$ cat src/rtl/pap_pkg.sv
// package for the program access protection block: register map, configuration
// byte layout, serial frame layout and command codes.
// assumes a single 32-bit AHB-Lite slave port and an 8-bit configuration space.
package pap_pkg;

  // AHB register byte offsets
  localparam logic [7:0] REG_CFG   = 8'h00;
  localparam logic [7:0] REG_CMD   = 8'h04;
  localparam logic [7:0] REG_RDATA = 8'h08;
  localparam logic [7:0] REG_STAT  = 8'h0c;

  // configuration byte indices and bit positions (protection bits act when 0)
  localparam int CFG_BYTES      = 8;
  localparam int ID_BYTES       = 8;
  localparam logic [2:0] CFG_4L = 3'h0;
  localparam logic [2:0] CFG_CP = 3'h1;
  localparam logic [2:0] CFG_PR = 3'h2;
  localparam int LOW_VOLT_BIT   = 2;
  localparam int DEBUG_BIT      = 7;
  localparam int EE_RD_PROT_BIT  = 7;
  localparam int EE_WR_PROT_BIT  = 6;
  localparam int CFG_WR_PROT_BIT = 5;
  localparam logic [2:0] CP_BLOCKS = 3'h5;
  localparam logic [7:0] ERASED    = 8'hff;

  // debugger reservations
  localparam logic [1:0] DBG_STACK_LEVELS = 2'h2;
  localparam logic [9:0] DBG_PROG_BYTES   = 10'h200;
  localparam logic [3:0] DBG_DATA_BYTES   = 4'ha;

  // serial frame: 20 bits in, lsb first, then 8 answer bits out
  localparam logic [4:0] FRAME_BITS = 5'h14;
  localparam logic [4:0] LAST_BIT   = 5'h1b;

  // command codes
  localparam logic [3:0] CMD_RD_EE   = 4'h1;
  localparam logic [3:0] CMD_WR_EE   = 4'h2;
  localparam logic [3:0] CMD_RD_ID   = 4'h3;
  localparam logic [3:0] CMD_WR_ID   = 4'h4;
  localparam logic [3:0] CMD_RD_CFG  = 4'h5;
  localparam logic [3:0] CMD_WR_CFG  = 4'h6;
  localparam logic [3:0] CMD_ERASE   = 4'h7;
  localparam logic [3:0] CMD_ROW_ER  = 4'h8;
  localparam logic [3:0] CMD_RD_CODE = 4'h9;

  // pin slots: 0 mode pin, 1 clock line, 2 data line, 3 high voltage detect
  localparam int PIN_MODE = 0;
  localparam int PIN_CLK  = 1;
  localparam int PIN_DAT  = 2;
  localparam int PIN_HV   = 3;

  typedef struct packed {
    logic [7:0] data;
    logic [7:0] addr;
    logic [3:0] cmd;
  } pap_req_t;

endpackage : pap_pkg

$ cat src/rtl/pap_access_guard.sv
// program access protection: gates serial programmer and processor access to
// data eeprom, id bytes and configuration bytes; controls programming entry.
// assumes hclk 50 MHz, programmer clock far slower, pins sampled through three flops.
// Summary of operation
// - eeprom read protect refuses external eeprom reads and writes
// - eeprom write protect refuses external eeprom writes
// - processor always reads and writes eeprom freely
// - config write protect blocks configuration writes
// - config write protect bit is read-only to the processor
// - eight user id bytes live in configuration space
// - id bytes readable and writable by processor and programmer
// - id reads succeed even under code protection
// - debugger enabled only when debug bit is zero
// - debugger reserves stack, program, data memory and clock/data pins
// - bit 2 of configuration byte four low enables low-voltage programming
// - low-voltage enable takes the mode pin away from general i/o
// - erased device has low-voltage programming enabled
// - high voltage on master clear always enters programming
// - with low-voltage enable clear the mode pin is ordinary i/o
// - low-voltage enable bit changes only under high-voltage programming
// - code-protected memory erasable only by block erase
// - serial programming uses one clock and one two-way data line
// - code protect bits go only 1 to 0; erase restores them
// - code protect bits block only external program memory access
module pap_access_guard #(
  parameter int EE_DEPTH = 256
) (
  input  wire logic        hclk,
  input  wire logic        hresetn,
  input  wire logic        hsel,
  input  wire logic [31:0] haddr,
  input  wire logic [1:0]  htrans,
  input  wire logic        hwrite,
  input  wire logic [2:0]  hsize,
  input  wire logic [31:0] hwdata,
  input  wire logic        hready,
  output logic      [31:0] hrdata,
  output logic             hreadyout,
  output logic             hresp,
  input  wire logic        high_program_voltage,
  input  wire logic [2:0]  pin_in,
  output logic      [2:0]  pin_out,
  output logic      [2:0]  pin_oe_n,
  input  wire logic [2:0]  gpio_out,
  input  wire logic [2:0]  gpio_oe_n,
  output logic      [2:0]  gpio_in,
  output logic             prog_active,
  output logic             debug_en,
  output logic      [1:0]  dbg_stack_levels,
  output logic      [9:0]  dbg_prog_bytes,
  output logic      [3:0]  dbg_data_bytes
);

  localparam int EA = $clog2(EE_DEPTH);

  if (EE_DEPTH < 2 || EE_DEPTH > 256 || (1 << EA) != EE_DEPTH)
    $error("EE_DEPTH must be a power of two from 2 to 256");

  // configuration merge: protection bytes only clear, some bits locked
  function automatic logic [7:0] cfg_merge(input logic [2:0] idx, input logic [7:0] old,
                                           input logic [7:0] nw, input logic ext_hv,
                                           input logic ext);
    logic [7:0] m;
    m = nw;
    if (idx == pap_pkg::CFG_CP || idx == pap_pkg::CFG_PR)
      m = old & nw;
    if (idx == pap_pkg::CFG_PR && !ext)
      m[pap_pkg::CFG_WR_PROT_BIT] = old[pap_pkg::CFG_WR_PROT_BIT];
    if (idx == pap_pkg::CFG_4L && !ext_hv)
      m[pap_pkg::LOW_VOLT_BIT] = old[pap_pkg::LOW_VOLT_BIT];
    return m;
  endfunction : cfg_merge

  // true for commands that return memory contents
  function automatic logic is_read(input logic [3:0] c);
    return c == pap_pkg::CMD_RD_EE || c == pap_pkg::CMD_RD_ID || c == pap_pkg::CMD_RD_CFG;
  endfunction : is_read

  logic [3:0]                  s1_q, s2_q, s3_q, filt_q;
  logic [3:0]                  s1_d, s2_d, s3_d, filt_d;
  logic [EE_DEPTH-1:0][7:0]    ee_q, ee_d;
  logic [pap_pkg::ID_BYTES-1:0][7:0]  id_q, id_d;
  logic [pap_pkg::CFG_BYTES-1:0][7:0] cfg_q, cfg_d;
  logic [4:0]                  cnt_q, cnt_d;
  logic [19:0]                 frame_q, frame_d;
  logic [7:0]                  resp_q, resp_d;
  logic                        dout_q, dout_d;
  logic [7:0]                  refused_q, refused_d;
  logic                        last_ref_q, last_ref_d;
  logic [8:0]                  crd_q, crd_d;
  logic                        dph_cmd_q, dph_cmd_d;
  logic [31:0]                 hrdata_d;
  logic [2:0]                  pin_out_d, pin_oe_n_d, gpio_in_d;
  logic                        prog_d, dbg_d;
  logic                        hv, rise, fall, ext_fire, cpu_fire, go, ext, ok, aph, drive;
  logic                        low_volt_prog_enable, eeprom_read_protect, eeprom_write_protect, config_write_protect;
  logic [7:0]                  rd, rdata;
  logic [EA-1:0]               ea;
  pap_pkg::pap_req_t           req;

  // next state of the whole block
  always_comb
  begin
    s1_d     = {high_program_voltage, pin_in};
    s2_d     = s1_q;
    s3_d     = s2_q;
    // a pin change counts only once the second and third stages agree
    filt_d   = (s2_q & ~(s2_q ^ s3_q)) | (filt_q & (s2_q ^ s3_q));
    hv       = filt_q[pap_pkg::PIN_HV];
    low_volt_prog_enable = cfg_q[pap_pkg::CFG_4L][pap_pkg::LOW_VOLT_BIT];
    // high voltage always wins; the mode pin only counts with low-voltage entry enabled
    prog_d   = hv || (low_volt_prog_enable && filt_q[pap_pkg::PIN_MODE]);
    dbg_d    = !cfg_q[pap_pkg::CFG_4L][pap_pkg::DEBUG_BIT];
    eeprom_read_protect  = !cfg_q[pap_pkg::CFG_PR][pap_pkg::EE_RD_PROT_BIT];
    eeprom_write_protect = !cfg_q[pap_pkg::CFG_PR][pap_pkg::EE_WR_PROT_BIT];
    config_write_protect = !cfg_q[pap_pkg::CFG_PR][pap_pkg::CFG_WR_PROT_BIT];
    rise     = filt_d[pap_pkg::PIN_CLK] && !filt_q[pap_pkg::PIN_CLK];
    fall     = !filt_d[pap_pkg::PIN_CLK] && filt_q[pap_pkg::PIN_CLK];
    ext_fire = prog_active && rise && cnt_q == pap_pkg::FRAME_BITS - 5'h01;
    // the serial side owns the single write port; the bus waits a cycle
    hreadyout = !(dph_cmd_q && ext_fire);
    cpu_fire = dph_cmd_q && !ext_fire;
    go       = ext_fire || cpu_fire;
    ext      = ext_fire;
    req      = ext_fire ? pap_pkg::pap_req_t'({filt_d[pap_pkg::PIN_DAT], frame_q[19:1]})
                        : pap_pkg::pap_req_t'(hwdata[19:0]);
    ea       = req.addr[EA-1:0];
    ee_d     = ee_q;
    id_d     = id_q;
    cfg_d    = cfg_q;
    ok       = 1'b1;
    rd       = 8'h00;
    case (req.cmd)
      pap_pkg::CMD_RD_EE:
      begin
        ok = !(ext && eeprom_read_protect);
        rd = ee_q[ea];
      end
      pap_pkg::CMD_WR_EE:
      begin
        ok = !(ext && (eeprom_read_protect || eeprom_write_protect));
        if (go && ok)
          ee_d[ea] = req.data;
      end
      pap_pkg::CMD_RD_ID:
        rd = id_q[req.addr[2:0]];
      pap_pkg::CMD_WR_ID:
        if (go)
          id_d[req.addr[2:0]] = req.data;
      pap_pkg::CMD_RD_CFG:
        rd = cfg_q[req.addr[2:0]];
      pap_pkg::CMD_WR_CFG:
      begin
        ok = !config_write_protect;
        if (go && ok)
          cfg_d[req.addr[2:0]] = cfg_merge(req.addr[2:0], cfg_q[req.addr[2:0]], req.data, ext && hv, ext);
      end
      pap_pkg::CMD_ERASE:
      begin
        ok = ext;
        if (go && ok)
        begin
          ee_d  = '1;
          id_d  = '1;
          cfg_d = '1;
        end
      end
      pap_pkg::CMD_ROW_ER:
      begin
        // a row erase cannot lift protection, so read-protected data needs a block erase
        ok = ext && !eeprom_read_protect;
        if (go && ok)
          ee_d[ea] = pap_pkg::ERASED;
      end
      pap_pkg::CMD_RD_CODE:
        ok = !(ext && req.addr[2:0] < pap_pkg::CP_BLOCKS && !cfg_q[pap_pkg::CFG_CP][req.addr[2:0]]);
      default:
        ok = 1'b0;
    endcase
    rdata = !ok ? 8'h00 : is_read(req.cmd) ? rd : 8'h01;

    // serial frame counter: 20 bits in, then 8 answer bits out
    cnt_d   = cnt_q;
    frame_d = frame_q;
    resp_d  = resp_q;
    dout_d  = dout_q;
    if (!prog_active)
    begin
      cnt_d  = 5'h00;
      dout_d = 1'b0;
    end
    else if (rise)
    begin
      if (cnt_q < pap_pkg::FRAME_BITS)
        frame_d = {filt_d[pap_pkg::PIN_DAT], frame_q[19:1]};
      cnt_d = (cnt_q == pap_pkg::LAST_BIT) ? 5'h00 : cnt_q + 5'h01;
    end
    else if (fall && cnt_q > pap_pkg::FRAME_BITS)
    begin
      resp_d = {1'b0, resp_q[7:1]};
      dout_d = resp_q[1];
    end
    if (ext_fire)
    begin
      resp_d = rdata;
      dout_d = rdata[0];
    end
    drive = prog_d && cnt_d >= pap_pkg::FRAME_BITS;

    refused_d  = (ext_fire && !ok) ? refused_q + 8'h01 : refused_q;
    last_ref_d = ext_fire ? !ok : last_ref_q;
    crd_d      = cpu_fire ? {ok, rdata} : crd_q;

    // ahb slave: zero wait except when the serial side holds the write port
    aph       = hsel && htrans[1] && hready;
    dph_cmd_d = hready ? (aph && hwrite && haddr[7:0] == pap_pkg::REG_CMD) : dph_cmd_q;
    hrdata_d  = 32'h0000_0000;
    if (aph && !hwrite)
      case (haddr[7:0])
        pap_pkg::REG_CFG:   hrdata_d = {cfg_d[3], cfg_d[2], cfg_d[1], cfg_d[0]};
        pap_pkg::REG_RDATA: hrdata_d = {23'h000000, crd_d};
        pap_pkg::REG_STAT:  hrdata_d = {16'h0000, refused_d, 3'h0, last_ref_d, dbg_d,
                                        low_volt_prog_enable, hv, prog_d};
        default:            hrdata_d = 32'h0000_0000;
      endcase

    // pin ownership
    pin_out_d  = {prog_d ? dout_d : gpio_out[2], gpio_out[1:0]};
    pin_oe_n_d[0] = low_volt_prog_enable ? 1'b1 : gpio_oe_n[0];
    pin_oe_n_d[1] = (prog_d || dbg_d) ? 1'b1 : gpio_oe_n[1];
    pin_oe_n_d[2] = prog_d ? !drive : dbg_d ? 1'b1 : gpio_oe_n[2];
    // reserved pins read as zero to the port so software sees no stray levels
    gpio_in_d  = filt_q[2:0] & ~{prog_d || dbg_d, prog_d || dbg_d, low_volt_prog_enable};
  end

  // registers; configuration resets to its erased image
  always_ff @(posedge hclk or negedge hresetn)
  begin
    if (!hresetn)
    begin
      s1_q             <= 4'h0;
      s2_q             <= 4'h0;
      s3_q             <= 4'h0;
      filt_q           <= 4'h0;
      ee_q             <= '1;
      id_q             <= '1;
      cfg_q            <= '1;
      cnt_q            <= 5'h00;
      frame_q          <= 20'h00000;
      resp_q           <= 8'h00;
      dout_q           <= 1'b0;
      refused_q        <= 8'h00;
      last_ref_q       <= 1'b0;
      crd_q            <= 9'h000;
      dph_cmd_q        <= 1'b0;
      hrdata           <= 32'h0000_0000;
      pin_out          <= 3'h0;
      pin_oe_n         <= 3'h7;
      gpio_in          <= 3'h0;
      prog_active      <= 1'b0;
      debug_en         <= 1'b0;
      dbg_stack_levels <= 2'h0;
      dbg_prog_bytes   <= 10'h000;
      dbg_data_bytes   <= 4'h0;
    end
    else
    begin
      s1_q             <= s1_d;
      s2_q             <= s2_d;
      s3_q             <= s3_d;
      filt_q           <= filt_d;
      ee_q             <= ee_d;
      id_q             <= id_d;
      cfg_q            <= cfg_d;
      cnt_q            <= cnt_d;
      frame_q          <= frame_d;
      resp_q           <= resp_d;
      dout_q           <= dout_d;
      refused_q        <= refused_d;
      last_ref_q       <= last_ref_d;
      crd_q            <= crd_d;
      dph_cmd_q        <= dph_cmd_d;
      hrdata           <= hready ? hrdata_d : hrdata;
      pin_out          <= pin_out_d;
      pin_oe_n         <= pin_oe_n_d;
      gpio_in          <= gpio_in_d;
      prog_active      <= prog_d;
      debug_en         <= dbg_d;
      dbg_stack_levels <= dbg_d ? pap_pkg::DBG_STACK_LEVELS : 2'h0;
      dbg_prog_bytes   <= dbg_d ? pap_pkg::DBG_PROG_BYTES : 10'h000;
      dbg_data_bytes   <= dbg_d ? pap_pkg::DBG_DATA_BYTES : 4'h0;
    end
  end

  assign hresp = 1'b0;
endmodule : pap_access_guard

$ cat config.mk
export PLATFORM = sky130hd
export DESIGN_NAME = pap_access_guard
export DESIGN_NICKNAME = d
export VERILOG_FILES = /design/src/rtl/pap_pkg.sv /design/src/rtl/pap_access_guard.sv
export SDC_FILE = /design/constraint.sdc
export NUM_CORES = 2
export LEC_CHECK = 0
export ABC_CLOCK_PERIOD_IN_PS = 8300
export BUFFER_PORTS_ARGS = -buffer_cell sky130_fd_sc_hd__buf_4
export CAP_MARGIN = 20
export CORE_ASPECT_RATIO = 1.2
export CORE_MARGIN = 1
export CORE_UTILIZATION = 37
export CTS_CLUSTER_SIZE = 16
export DETAILED_ROUTE_END_ITERATION = 12
export PLACE_DENSITY_LB_ADDON = 0.25
export SLEW_MARGIN = 10
export SYNTH_ARGS = -nofsm -noshare
export SYNTH_HDL_FRONTEND = slang
export SYNTH_SLANG_ARGS = --single-unit
export TNS_END_PERCENT = 50
$ cat constraint.sdc
create_clock -name hclk -period 8.3 [get_ports hclk]
set_input_delay 0.415 -clock hclk [delete_from_list [all_inputs] [get_ports hclk]]
set_output_delay 0.415 -clock hclk [all_outputs]
set_load 0.02 [all_outputs]
==> flow_summary.yaml <==
status:
  run_status: "finished, final reports clean"
floorplan:
  placeable_core_area_sq_um: 291000
  die_h_um: 594
  starting_density_of_the_core: 0.372
  placement_rows: 217
  pin_count: 145
  die-width_um: 496
  overall_die_area_sq_um: 295000
drt:
  dr_total_vias: 92600
  routed_wirelength_um: 493000
  route.detailed.vias_per_inst: 6.79
  post-route-drc-count: 0
  drtPass1Iterations: 6
  first_iter_violations: 11400
  drtAntennaViolNets: 0
  wl_per_cell_um: 36.1
clock_network:
  post-cts-setup-buffers: 0
  clockBufferDepth: 4
  clock_tree.root_cell: "sky130_fd_sc_hd__clkbuf_16"
  cts_htree_levels: 4
  postCtsResizedCells: 0
  cts.clk_slew.worst_paths_ns: 0.07
  cts_buffers: 236
  clock_sinks: 2286
  cts_hold_repair.buffers: 22
  tritoncts: "yes"
  clkLatencyLatePin_ns: 0.96
power_and_ir_drop:
  switching_share: 0.256
  power.static_leakage_nw: 44.4
  power_density_nw_per_um2: 198
  vdd_drop_max_uv: 178
  seq_power_share: 0.468
  cellInternalPower_w: 0.0181
  p_sw_w: 0.00621
  power_frac_comb: 0.072
  clkPwrFrac: 0.461
sta:
  setup_viol: 0
  fmaxAchievable_mhz: 142
  final_hold_violation_count: 0
  rsz0062_at_grt: "false"
  max_slew.worst_pin.slew_ns: 1.31
  whs_ns: 0.0326
  finalSetupTns_ns: 0
  post-route-period-util: 0.851
  slew_violations: 0
  period_minus_ws_final_ns: 7.06
  slew-limit-headroom: 0.104
  clock_skew_ns: 0.0559
place:
  sum_of_net_half_perimeters_after_detailed_placement_um: 312000
  numPlacedInstances: 13200
  post_dp_cell_area_sq_um: 114000
  gp_congestion: 0.992
  port-buffer-count: 91
worst_hold_path:
  min_path_type: "in -> reg"
setup_path:
  critPathRequiredTime_ns: 9.17
  critical_path.max_stage_delay_ns: 1.05
  cp.arrival_ns: 7.94
  cp_slowest_cell: "sky130_fd_sc_hd__a22oi_1"
  start_kind: "flip-flop"
  worst_setup_path_end_kind: "flip-flop"
  crit_path_cell_trace: "ha_1 > and4b_2 > buf_4 > nand2_8 > mux2i_2 > nand2_2 > buf_4 > o221ai_1 > a21oi_1 > a22oi_1 > and4_1 > a21oi_1 > o21ai_0"
  critPathKind: "reg -> reg"
  crit_path_max_fanout: 70
yosys:
  synth_enable_flop_cells: 0
  post_synth_num_cell_types: 102
  synth_xor_area_frac: 0.000648
  synth_top_family_by_area: "compound AO/OA/AOI/OAI gates"
  mux_share_of_post_synthesis_cell_area: 0.0533
  synthCells: 9686
  ys_async_sr_fraction: 1.00
  synth_fa_ha_area_frac: 0.000717
  ys_dominant_reg_cell: "sky130_fd_sc_hd__dfstp_2"
  post_synth_simple_gate_area: 0.104
  synth.cell_area_sq_um: 108000
  post_synth.cell_area_avg_sq_um: 11.2
  synth-compound-area-share: 0.252
  synth-seq-cells: 2286
  yosys_warnings: 0
  share_of_the_yosys_chip_area_belonging_to_registers: 0.554
job:
  max_cap_viol_count: 0
global_route:
  via_count_of_the_first_global_routing_pass: 89800
  grt_max_degree: 180
  global_route.overflow_total: 0
  grt_pass1_wl_um: 694000
  antenna_found_initial: 52
  grt_util_all_layers: 0.327
layout:
  post_layout_nonfiller_instances: 13600
  design.final.nets: 9675
  fillers: 27500
  layout-area-overhead-vs-synth_pct: 13.3
  drive_gt1_frac: 0.342
  finalInstanceArea_sq_um: 123000
## metal layers
| layer | track usage | part of all wire |
|---|---|---|
| met5 | 0 | 0.00051 |
| met4 | 0.269 | 0.10 |
| met3 | 0.0925 | 0.11 |
| met2 | 0.480 | 0.43 |
| met1 | 0.398 | 0.36 |
## power by group through the flow
| stage | clock network [W] | logic [W] | registers, W |
|---|---|---|---|
| 3_3_place_gp | 0 | 0.00164 | 0.0115 |
| 4_1_cts | 0.0113 | 0.00167 | 0.0114 |
| 6_report | 0.0112 | 0.00174 | 0.0114 |
| 3_5_place_dp | 0 | 0.00165 | 0.0115 |
| 2_1_floorplan | 0 | 0.000684 | 0.0115 |
| 5_1_grt | 0.0117 | 0.00176 | 0.0114 |
## stage by stage
stage / utilization / total power [W] / setup WS, ns
final: 0.421 / 0.0243 / 1.24
after CTS: 0.421 / 0.0243 / 1.89
after detailed placement: 0.392 / 0.0132 / 1.90
after floorplan: - / 0.0122 / 4.67
after global routing: 0.421 / 0.0248 / 1.51
after global placement: 0.392 / 0.0132 / 0.931
## synth_stat cells (all sizes together), types with 90 or more instances
master | number | area share
clkbuf | 493 | 0.017
nor2 | 641 | 0.023
a31oi | 133 | 0.0077
dfrtp | 107 | 0.025
mux2i | 259 | 0.024
dfstp | 2179 | 0.53
a21oi | 716 | 0.033
o22a | 1772 | 0.14
a211oi | 147 | 0.010
and3 | 223 | 0.013
o21ai | 215 | 0.010
mux4 | 119 | 0.025
nor3 | 90 | 0.0042
nand3 | 261 | 0.012
buf | 350 | 0.017
nand2 | 1053 | 0.037
## worst paths after layout
kind	slack [ns]	start	endpoint	cells past startpoint
min in group asynchronous	0.49	hresetn	ee_q[782]$_DFFE_PN1P_	2
hold reg to reg	0.36	s1_q[2]$_DFF_PN0_	s2_q[2]$_DFF_PN0_	0
setup reg to reg	1.24	cnt_q[0]$_DFF_PN0_	crd_q[0]$_DFF_PN0_	13
hold / removal	0.03	hwdata[19]	ee_q[159]$_DFFE_PN1P_	4
max in group asynchronous	6.06	hresetn	ee_q[540]$_DFFE_PN1P_	4
setup / recovery	1.24	cnt_q[0]$_DFF_PN0_	crd_q[0]$_DFF_PN0_	13
## cell families after synthesis
group | count (synthesis)
mux | 421
simple gates | 2507
buf+inv | 875
fa+ha+maj | 7
other cells | 1
xor+xnor | 8
compound gates | 3581
flops | 2286
## area by class of cell
cell class | instances | area, sq um | area share
Clock inverter | 83 | 947 | 0.00773
Multi-Input combinational cell | 6537 | 45100 | 0.368
Tap cell | 3832 | 4790 | 0.0391
Antenna cell | 30 | 75.1 | 0.000613
Inverter | 32 | 120 | 0.000980
Timing Repair Buffer | 495 | 4530 | 0.0370
Clock buffer | 346 | 7020 | 0.0573
Sequential cell | 2286 | 59900 | 0.489
## cells in the final DEF, fill, tap and decap left out, types with 223 or more instances in the layout
cell / count
sky130_fd_sc_hd__dfstp_2: 2179
sky130_fd_sc_hd__a21oi_1: 704
sky130_fd_sc_hd__buf_4: 405
sky130_fd_sc_hd__nand3_1: 257
sky130_fd_sc_hd__mux2i_1: 253
sky130_fd_sc_hd__and3_1: 223
sky130_fd_sc_hd__o22a_1: 1772
sky130_fd_sc_hd__nand2_1: 1037
sky130_fd_sc_hd__nor2_1: 618
sky130_fd_sc_hd__clkbuf_16: 237
## flip-flops by register name, summed over array words and instances (netlist names), 2 cells and up, named ones only
name       cells
ee_q        2048
cfg_q         64
id_q          64
hrdata        32
frame_q       19
crd_q          9
refused_q      8
resp_q         7
cnt_q          5
s1_q           4
s2_q           4
s3_q           4
gpio_in        3
pin_oe_n       3
pin_out        3
filt_q         2
## worst max-delay path: cells and delay by family (launching register included)
family	cells	cell delay (ns)
buf+inv	2	0.86
mux	1	0.93
simple gates	4	2.60
compound gates	5	1.79
flops	1	0.41
fa+ha+maj	1	0.24
Power figures use the tool's default switching activity.
